### config.mk
export PLATFORM = sky130hd
export DESIGN_NAME = capture_reset_enable_timer
export DESIGN_NICKNAME = d
export VERILOG_FILES = /design/src/design/capture_reset_enable_pkg.sv /design/src/design/capture_reset_enable_timer.sv
export SDC_FILE = /design/constraint.sdc
export NUM_CORES = 1
export LEC_CHECK = 0
export BUFFER_PORTS_ARGS = -buffer_cell sky130_fd_sc_hd__buf_4
export CAP_MARGIN = 5
export CORE_MARGIN = 4
export CORE_UTILIZATION = 53
export DETAILED_ROUTE_END_ITERATION = 16
export PLACE_DENSITY_LB_ADDON = 0.08
export SLEW_MARGIN = 20
export SYNTH_ARGS = -nofsm -noshare
export SYNTH_HDL_FRONTEND = slang
export SYNTH_SLANG_ARGS = --single-unit
export TNS_END_PERCENT = 50
### constraint.sdc
create_clock -name ref_clk -period 2.3 [get_ports ref_clk]
set_input_delay 0.23 -clock ref_clk [delete_from_list [all_inputs] [get_ports ref_clk]]
set_output_delay 0.23 -clock ref_clk [all_outputs]
set_load 0.01 [all_outputs]
### src/design/capture_reset_enable_pkg.sv
/*
 * Shared constants and field layouts of the 16-bit capture/reload timer.
 * Assumes an 8-bit register port whose addresses are the printed offsets.
 */
package capture_reset_enable_pkg;
	localparam logic [7:0] ADDR_CONTROL = 8'hc8;
	localparam logic [7:0] ADDR_MODE = 8'hc9;
	localparam logic [7:0] ADDR_RELOAD_LOW = 8'hca;
	localparam logic [7:0] ADDR_RELOAD_HIGH = 8'hcb;
	localparam logic [7:0] ADDR_COUNT_LOW = 8'hcc;
	localparam logic [7:0] ADDR_COUNT_HIGH = 8'hcd;
	localparam logic [7:0] RESET_CONTROL = 8'h00;
	localparam logic [7:0] RESET_MODE = 8'h00;
	localparam logic [15:0] RESET_RELOAD = 16'h0000;
	localparam logic [15:0] RESET_COUNT = 16'h0000;
	localparam logic [15:0] COUNT_MAX = 16'hffff;
	localparam logic [7:0] READ_UNMAPPED = 8'h00;
	localparam int PIN_TRIGGER = 0;
	localparam int PIN_COUNT = 1;
	localparam int EXT_INT_COUNT = 4;

	// control register, bit 7 first
	typedef struct packed {
		logic overflowFlag;
		logic externalEventFlag;
		logic receiveClockSelect;
		logic transmitClockSelect;
		logic externalTriggerEnable;
		logic runControl;
		logic counterTimerSelect;
		logic captureReloadSelect;
	} capture_reset_enable_control_t;

	// mode register, bit 7 first; bit 2 reads zero
	typedef struct packed {
		logic [3:0] autoClearExtInt;
		logic captureResetEnable;
		logic unused;
		logic clockOutputEnable;
		logic downCountEnable;
	} capture_reset_enable_mode_t;

	typedef struct packed {
		logic [7:0] addr;
		logic [7:0] wrData;
		logic wr;
		logic rd;
	} capture_reset_enable_bus_t;
endpackage : capture_reset_enable_pkg

### src/design/capture_reset_enable_timer.sv
/*
 * Timer 2: 16-bit counter with capture, auto-reload, up/down counting,
 * clock output and baud tick generation for serial port 0.
 * Assumes pins arrive asynchronously; all other inputs share ref_clk.
 */
// Our own choice: strobed register access.
`timescale 1ns/1ps
`default_nettype none
module capture_reset_enable_timer (
	input wire logic ref_clk,
	input wire logic rst_n,
	input wire capture_reset_enable_pkg::capture_reset_enable_bus_t bus,
	output logic [7:0] regRdData,
	input wire logic triggerInputPin,
	input wire logic countInputPin,
	input wire logic rateTick,
	input wire logic timer1Overflow,
	input wire logic timerIntEnable,
	output logic timerIntReq,
	output logic serialRxTick,
	output logic serialTxTick,
	output logic clockOut,
	output logic clockOutOe,
	input wire logic [3:0] extIntSet,
	input wire logic [3:0] extIntSwClear,
	input wire logic [3:0] extIntServiceEntry,
	output logic [3:0] extIntFlag
);
	// ==========================================================
	// pin synchronisers
	logic [1:0] pinRaw;
	logic [1:0] sync1;
	logic [1:0] sync2;
	logic [1:0] sync3;
	logic [1:0] pinLevel;
	logic [1:0] pinFall;

	assign pinRaw = {countInputPin, triggerInputPin};

	genvar gp;
	generate
		for (gp = 0; gp < 2; gp++) begin : g_pin
			always_ff @(posedge ref_clk or negedge rst_n) begin
				if (!rst_n) begin
					sync1[gp] <= 1'b1;
					sync2[gp] <= 1'b1;
					sync3[gp] <= 1'b1;
					pinLevel[gp] <= 1'b1;
					pinFall[gp] <= 1'b0;
				end else begin
					sync1[gp] <= pinRaw[gp];
					sync2[gp] <= sync1[gp];
					sync3[gp] <= sync2[gp];
					// a change counts once two stages agree
					if (sync2[gp] == sync3[gp]) begin
						pinLevel[gp] <= sync3[gp];
					end
					pinFall[gp] <= (sync2[gp] == sync3[gp]) &&
						pinLevel[gp] && !sync3[gp];
				end
			end
		end
	endgenerate

	// ==========================================================
	// registers
	capture_reset_enable_pkg::capture_reset_enable_control_t ctrl;
	capture_reset_enable_pkg::capture_reset_enable_mode_t mode;
	logic [15:0] reload;
	logic [15:0] count;
	logic halfTick;

	logic baudMode;
	logic downMode;
	logic countUp;
	logic trigEvent;
	logic incEnable;
	logic atTop;
	logic atBottom;
	logic wrapEvent;
	logic setOverflow;
	logic setExternal;
	logic doCapture;
	logic [15:0] next_count;

	logic wrCtrl;
	logic wrMode;
	logic wrRelL;
	logic wrRelH;
	logic wrCntL;
	logic wrCntH;

	assign wrCtrl = bus.wr && bus.addr == capture_reset_enable_pkg::ADDR_CONTROL;
	assign wrMode = bus.wr && bus.addr == capture_reset_enable_pkg::ADDR_MODE;
	assign wrRelL = bus.wr && bus.addr == capture_reset_enable_pkg::ADDR_RELOAD_LOW;
	assign wrRelH = bus.wr && bus.addr == capture_reset_enable_pkg::ADDR_RELOAD_HIGH;
	assign wrCntL = bus.wr && bus.addr == capture_reset_enable_pkg::ADDR_COUNT_LOW;
	assign wrCntH = bus.wr && bus.addr == capture_reset_enable_pkg::ADDR_COUNT_HIGH;

	// ==========================================================
	// mode decode
	assign baudMode = ctrl.receiveClockSelect ||
		ctrl.transmitClockSelect;
	// up/down only in plain auto-reload mode
	assign downMode = mode.downCountEnable && !baudMode &&
		!ctrl.captureReloadSelect;
	assign countUp = !downMode || pinLevel[capture_reset_enable_pkg::PIN_TRIGGER];
	// in down mode the pin steers direction, not events
	assign trigEvent = pinFall[capture_reset_enable_pkg::PIN_TRIGGER] &&
		ctrl.externalTriggerEnable && !baudMode && !downMode;

	// ==========================================================
	// count rate
	always_ff @(posedge ref_clk or negedge rst_n) begin
		if (!rst_n) begin
			halfTick <= 1'b0;
		end else if (ctrl.runControl && baudMode) begin
			halfTick <= !halfTick;
		end else begin
			halfTick <= 1'b0;
		end
	end

	always_comb begin
		if (!ctrl.runControl) begin
			incEnable = 1'b0;
		end else if (baudMode) begin
			incEnable = halfTick;
		end else if (ctrl.counterTimerSelect) begin
			incEnable = pinFall[capture_reset_enable_pkg::PIN_COUNT];
		end else begin
			incEnable = rateTick;
		end
	end

	assign atTop = count == capture_reset_enable_pkg::COUNT_MAX;
	assign atBottom = count == reload;
	assign wrapEvent = incEnable && (countUp ? atTop : atBottom);
	assign doCapture = trigEvent && ctrl.captureReloadSelect;

	// ==========================================================
	// counter next value
	always_comb begin
		next_count = count;
		if (doCapture && mode.captureResetEnable) begin
			next_count = capture_reset_enable_pkg::RESET_COUNT;
		end else if (trigEvent && !ctrl.captureReloadSelect) begin
			next_count = reload;
		end else if (incEnable) begin
			if (!countUp) begin
				// leaving the reload value wraps to the top
				next_count = atBottom ? capture_reset_enable_pkg::COUNT_MAX :
					count - 16'h0001;
			end else if (atTop && (baudMode ||
					!ctrl.captureReloadSelect)) begin
				next_count = reload;
			end else begin
				next_count = count + 16'h0001;
			end
		end
	end

	always_ff @(posedge ref_clk or negedge rst_n) begin
		if (!rst_n) begin
			count <= capture_reset_enable_pkg::RESET_COUNT;
		end else begin
			count <= next_count;
			if (wrCntL) begin
				count[7:0] <= bus.wrData;
			end
			if (wrCntH) begin
				count[15:8] <= bus.wrData;
			end
		end
	end

	// ==========================================================
	// capture / reload value
	always_ff @(posedge ref_clk or negedge rst_n) begin
		if (!rst_n) begin
			reload <= capture_reset_enable_pkg::RESET_RELOAD;
		end else begin
			if (doCapture) begin
				reload <= count;
			end
			if (wrRelL) begin
				reload[7:0] <= bus.wrData;
			end
			if (wrRelH) begin
				reload[15:8] <= bus.wrData;
			end
		end
	end

	// ==========================================================
	// control and mode registers
	assign setOverflow = wrapEvent && !baudMode;
	assign setExternal = trigEvent ||
		(wrapEvent && downMode);

	always_ff @(posedge ref_clk or negedge rst_n) begin
		if (!rst_n) begin
			ctrl <= capture_reset_enable_pkg::RESET_CONTROL;
		end else begin
			if (wrCtrl) begin
				ctrl <= bus.wrData;
			end
			// hardware set wins over a software clear
			if (setOverflow) begin
				ctrl.overflowFlag <= 1'b1;
			end
			if (setExternal) begin
				ctrl.externalEventFlag <= 1'b1;
			end
		end
	end

	always_ff @(posedge ref_clk or negedge rst_n) begin
		if (!rst_n) begin
			mode <= capture_reset_enable_pkg::RESET_MODE;
		end else if (wrMode) begin
			mode <= bus.wrData;
			mode.unused <= 1'b0;
		end
	end

	// ==========================================================
	// outputs toward serial port, clock pin and interrupt
	logic wrapPulse;

	always_ff @(posedge ref_clk or negedge rst_n) begin
		if (!rst_n) begin
			wrapPulse <= 1'b0;
			clockOut <= 1'b0;
			timerIntReq <= 1'b0;
		end else begin
			wrapPulse <= wrapEvent;
			if (!mode.clockOutputEnable) begin
				clockOut <= 1'b0;
			end else if (wrapEvent) begin
				clockOut <= !clockOut;
			end
			timerIntReq <= timerIntEnable && (ctrl.overflowFlag ||
				ctrl.externalEventFlag ||
				pinFall[capture_reset_enable_pkg::PIN_TRIGGER]);
		end
	end

	assign clockOutOe = mode.clockOutputEnable;
	assign serialRxTick = ctrl.receiveClockSelect ? wrapPulse :
		timer1Overflow;
	assign serialTxTick = ctrl.transmitClockSelect ? wrapPulse :
		timer1Overflow;

	// ==========================================================
	// external interrupt 2-5 flags
	genvar gi;
	generate
		for (gi = 0; gi < capture_reset_enable_pkg::EXT_INT_COUNT; gi++) begin : g_ext
			always_ff @(posedge ref_clk or negedge rst_n) begin
				if (!rst_n) begin
					extIntFlag[gi] <= 1'b0;
				end else if (extIntSet[gi]) begin
					extIntFlag[gi] <= 1'b1;
				end else if (extIntSwClear[gi] ||
						(extIntServiceEntry[gi] &&
						mode.autoClearExtInt[gi])) begin
					extIntFlag[gi] <= 1'b0;
				end
			end
		end
	endgenerate

	// ==========================================================
	// register read port
	always_ff @(posedge ref_clk or negedge rst_n) begin
		if (!rst_n) begin
			regRdData <= capture_reset_enable_pkg::READ_UNMAPPED;
		end else if (bus.rd) begin
			unique case (bus.addr)
				capture_reset_enable_pkg::ADDR_CONTROL: regRdData <= ctrl;
				capture_reset_enable_pkg::ADDR_MODE: regRdData <= mode;
				capture_reset_enable_pkg::ADDR_RELOAD_LOW: regRdData <= reload[7:0];
				capture_reset_enable_pkg::ADDR_RELOAD_HIGH: regRdData <= reload[15:8];
				capture_reset_enable_pkg::ADDR_COUNT_LOW: regRdData <= count[7:0];
				capture_reset_enable_pkg::ADDR_COUNT_HIGH: regRdData <= count[15:8];
				default: regRdData <= capture_reset_enable_pkg::READ_UNMAPPED;
			endcase
		end
	end
endmodule : capture_reset_enable_timer
`default_nettype wire

* Word level (Yosys, flattened, before mapping)
Cells that the tools add are included.
Storage, ports and cells: bits in registers 73, input bits 37, output and inout port bits 17
Operators by class: $add $sub $neg 2, eq/ne operators 11, muxes and demuxes 32, reduce and logical (&&, ||, !) cells 55
Operators with widths (count):
- 16-bit two-way mux | 7
- 8-bit equality test (second input constant) | 6
- 8-bit one-hot mux with 6 select lines | 1
- 8-bit two-way mux | 5
- 1-bit logical AND | 28
- 1-bit two-way mux | 19
- 16-bit by 1-bit adder with 16-bit output (second input constant) | 1
- 16-bit equality test | 1
- 16-bit equality test (second input constant) | 1
- 2-bit nonzero test | 8
- 16-bit by 1-bit subtractor with 16-bit output (second input constant) | 1
- 1-bit logical OR | 10
- 4-bit nonzero test | 2
- 1-bit zero test | 7
- 1-bit equality test | 2
- 2-bit by 1-bit inequality test with 1-bit output (second input constant) | 1

* Logic depth before layout (Yosys ltp)
word-level depth 11, depth in mapped cells 10, mapped depth without buffers 8

* Worst setup path before layout
OpenSTA, ideal clock, no wires.
kind flip-flop to flip-flop, start point register count[0], end point register count[12], setup time 0.095 ns, arrival time 2.122 ns, required time 2.205 ns, slack 0.083 ns, stages on the path, launching flop included 10, path buffers 2, cell sequence dfrtp_1 -> buf_6 -> inv_1 -> ha_1 -> or4b_1 -> clkbuf_1 -> nor4_1 -> xor2_1 -> o221ai_1 -> o31ai_1
Between the ends: cells in the longest elaborated chain, start to end 8
Ends and longest elaborated chain:
- start: declaration | RTL line capture_reset_enable_timer.sv:70 | logic [15:0] count;
- start signal: assignment | RTL line capture_reset_enable_timer.sv:165 | count <= capture_reset_enable_pkg::RESET_COUNT;
- start signal: assignment | RTL line capture_reset_enable_timer.sv:167 | count <= next_count;
- start signal: assignment | RTL line capture_reset_enable_timer.sv:169 | count[7:0] <= bus.wrData;
- branches (longest 3 deep; another with 16-bit by 1-bit subtractor with 16-bit output)
- 16-bit two-way mux (*) | RTL line capture_reset_enable_timer.sv:150 | if (!countUp) begin
- 16-bit two-way mux (*) | RTL line capture_reset_enable_timer.sv:149 | end else if (incEnable) begin
- 16-bit two-way mux (*) | RTL line capture_reset_enable_timer.sv:147 | end else if (trigEvent && !ctrl.captureReloadSelect) begin
- 16-bit two-way mux (*) | RTL line capture_reset_enable_timer.sv:145 | if (doCapture && mode.captureResetEnable) begin
- 8-bit two-way mux (*) | RTL line capture_reset_enable_timer.sv:171 | if (wrCntH) begin
Every way passes the cells marked *. The select of a mux whose other input is x is not followed. A chain may end at the register's enable or synchronous reset.

* Worst setup path in the final report
start point register count[6], end point register count[15]
Same word-level chain as after synthesis.

==> metrics <==
status=finished, final reports clean; worst path bufs/invs=0; first-pass GRT wire length=25,430 microns; Tot Pwr=4.040 mW; Worst EP arrival=2.48 ns; slowest stage delay, CP=about 0.53 ns; Max Used Layer=met5; largest net degree at the start of global routing=74; Die H=101.9 microns; Post-DP Area=5638 sq um; Reg2Reg Depth=6; DRC Markers=0; final hold slack=0.06201 ns; Clock transition at path regs=0.09 ns; Final nets=~660; Crit Path Max Fanout=4; synthesis-stage register bit count=73; Worst Skew=0.01374 ns; WL final=approximately 16,000 microns; DRT antenna net count=0; Ant. Diodes=0; Top Ports=54; RD Place Congestion=1.051; die width=101.9 microns; Mapped Nets=around 550; PortBufs=53; final setup TNS=0 ns; Crit path max-delay family=simple AND/OR/NAND/NOR gates; RSZ-0062 raised after global routing=true; final hold vios=0; post-route cell area=5993 sq um; routed wl met2=7255 microns; synth-to-layout area growth=28.35%; Core ar.=8382 sq um; pre-CTS WS=-0.01882 ns; GR Util All Layers=32.62%; Hold Path Stages=2; starting density of the core=55.71%; cts bufs inserted=9; sequential share of the synthesized area=~39%; Filler Cell Count=637; hold_sp=extIntSet[0]; Final Core Density=a little over 70%; Cell variety after synth=70; HP Class=input pin to flop; Setup crit end kind=flop; initial antenna violation count=1; Worst VDD drop=approximately 380 uV; RR Startpoint=count[6]; r2r setup slk=0.07 ns; # setup viols final=0; routed vias=between 4,000 and 5,000; CTS Buffer Depth=2; number of synthesized flops with an enable pin=0; leak pwr=about 2.5 nW; clk_lat worst skew=0.36 ns; hold path endpoint=extIntFlag[0]; CP Class=flop to flop; Post-Synthesis Cells=513; worst slew pin tran=0.7949 ns; average cell area after synthesis=9.102 sq um; Die ar.=approximately 10,000 sq um; Setup WS post-layout=0.06780 ns; TritonCTS clock tree=done; Power Density=674.1 nW/um^2; met1 wire length=6630 microns; reg2reg end=count[15]; vias in the first global route=4,606; Crit path required time=2.54 ns; Post-Syn Area=4669 sq um; site row count=33; Detailed Routing Iterations Pass 1=9; Critical Path Start Type=flop; CTS H-tree lvls=3; Slew Limit Fails=0; DP HPWL=around 12,000 microns; Yosys Warn Count=0; Worst path slowest cell=or4_4; fin crit period=2.232 ns; Vias per Instance=around 6.5; max-cap check violation count=0; FF+latch area=1841 sq um; root buffer cell=clkbuf_8; DRT iter0 DRCs=approximately 600; Relative slew margins=46.60%; Cell Count Post-Placement=711; met3 routed WL=1713 microns; WL/cell=~22 microns; crit-path cells=or3_4 -> or4_4 -> nor4_4 -> xnor2_1 -> a221oi_2 -> a221o_2; CTS sink cnt=73; crit share post-route=97.05%; gr ovfl total=0; post-route insts no fill=732; fmax=roughly 450 MHz; Post-synth top flop=dfrtp_1; multi-input logic area=2715 sq um; layout cell share with drive strength beyond 1=34.13%; ys async rst share=100.0%
==> flip-flops by register name, indices dropped and copies added, names as in the netlist, 2 cells and up <==
signal and cells:
sync1 2, pinLevel 2, reload 16, pinFall 2, ctrl 8, extIntFlag 4
sync2 2, regRdData 8, count 16, mode 6, sync3 2
==> synthesized netlist by cell type, types with 5 or more instances <==
library cell,instances,share of area [%]
a211oi_1,6,0.96
a21oi_1,15,1.6
a221oi_1,8,1.5
a222oi_1,7,1.5
a31oi_1,10,1.3
and2_1,5,0.67
buf_2,15,1.6
clkbuf_1,17,1.4
dfrtp_1,65,35
dfstp_2,8,4.5
inv_1,18,1.4
mux2_2,16,3.9
mux2i_1,8,1.7
nand2_1,70,5.6
nand3_1,7,0.75
nand4_1,5,0.67
nor2_1,38,3.1
nor3_1,13,1.4
nor3b_1,8,1.3
nor4_1,9,1.2
o21ai_0,23,2.5
o22ai_1,15,2.0
or3_1,7,0.94
xnor2_1,9,1.7
xor2_1,30,5.6
==> metal layers <==
layer / track usage, % / vias to the layer above
li1: - / 2118
met1: 45.78 / 2260
met2: 49.65 / 298
met3: 7.577 / 52
met4: 11.91 / 2
met5: 0 / -
==> power breakdown <==
group,total (mW),switching (mW),internal [mW],leakage (nW)
Combinational,1.43,0.739,0.693,1.59
Sequential,1.63,0.210,1.42,0.853
Clock,0.975,0.539,0.436,0.0952
==> how the worst max path moves through the flow <==
stage                   from         to  slack (ns)  cells past startpoint
finish              count[6]  count[15]        0.07                      6
floorplan           count[0]  count[12]        0.08                      9
detailed placement  count[0]  count[12]       -0.02                      7
global placement     ctrl[4]  count[15]       -0.01                      5
global route        count[0]  count[10]       -0.06                      7
CTS                  ctrl[4]  count[10]       -0.02                      7
==> placed cells by master, fill, tap and decap left out, types with 9 or more instances in the layout <==
| cell type | count |
|---|---|
| buf_4 | 126 |
| xnor2_1 | 9 |
| o22ai_1 | 15 |
| a21oi_1 | 13 |
| dfrtp_1 | 62 |
| xor2_1 | 30 |
| a31oi_1 | 10 |
| nand2_1 | 67 |
| mux2_2 | 16 |
| nor2_1 | 37 |
| clkbuf_8 | 10 |
| nor3_1 | 12 |
| inv_1 | 18 |
| o21ai_0 | 23 |
==> timing repair <==
| action | in CTS | in global routing |
|---|---|---|
| buffers inserted | 0 | 2 |
| resized for setup | 3 | 27 |
| pin swaps | 0 | 8 |
| endpoints found under the setup margin | 6 | 20 |
| hold buffers | 3 | 0 |
| endpoints found under the hold margin | 67 | 0 |
==> cell type report <==
class | instances | area share [%]
timing repair buffer | 133 | 17.47
inverter | 19 | 1.190
multi-input combinational | 386 | 45.30
clock buffer | 10 | 2.296
sequential | 73 | 30.71
tap | 105 | 2.192
clock inverter | 6 | 0.8351
==> kinds of logic (layout without fill, tap and decap cells) <==
kind of cell | after synthesis | after routing | synth area share (%)
adder cells (fa/ha/maj) | 4 | 4 | 0.9646
AND/OR/NAND/NOR | 187 | 187 | 21.44
XOR/XNOR | 39 | 39 | 7.315
flip-flops | 73 | 73 | 39.34
buffers and inverters | 54 | 168 | 5.117
AO/OA/AOI/OAI | 132 | 132 | 20.26
multiplexers | 24 | 24 | 5.573
Power figures use the tool's default switching activity.
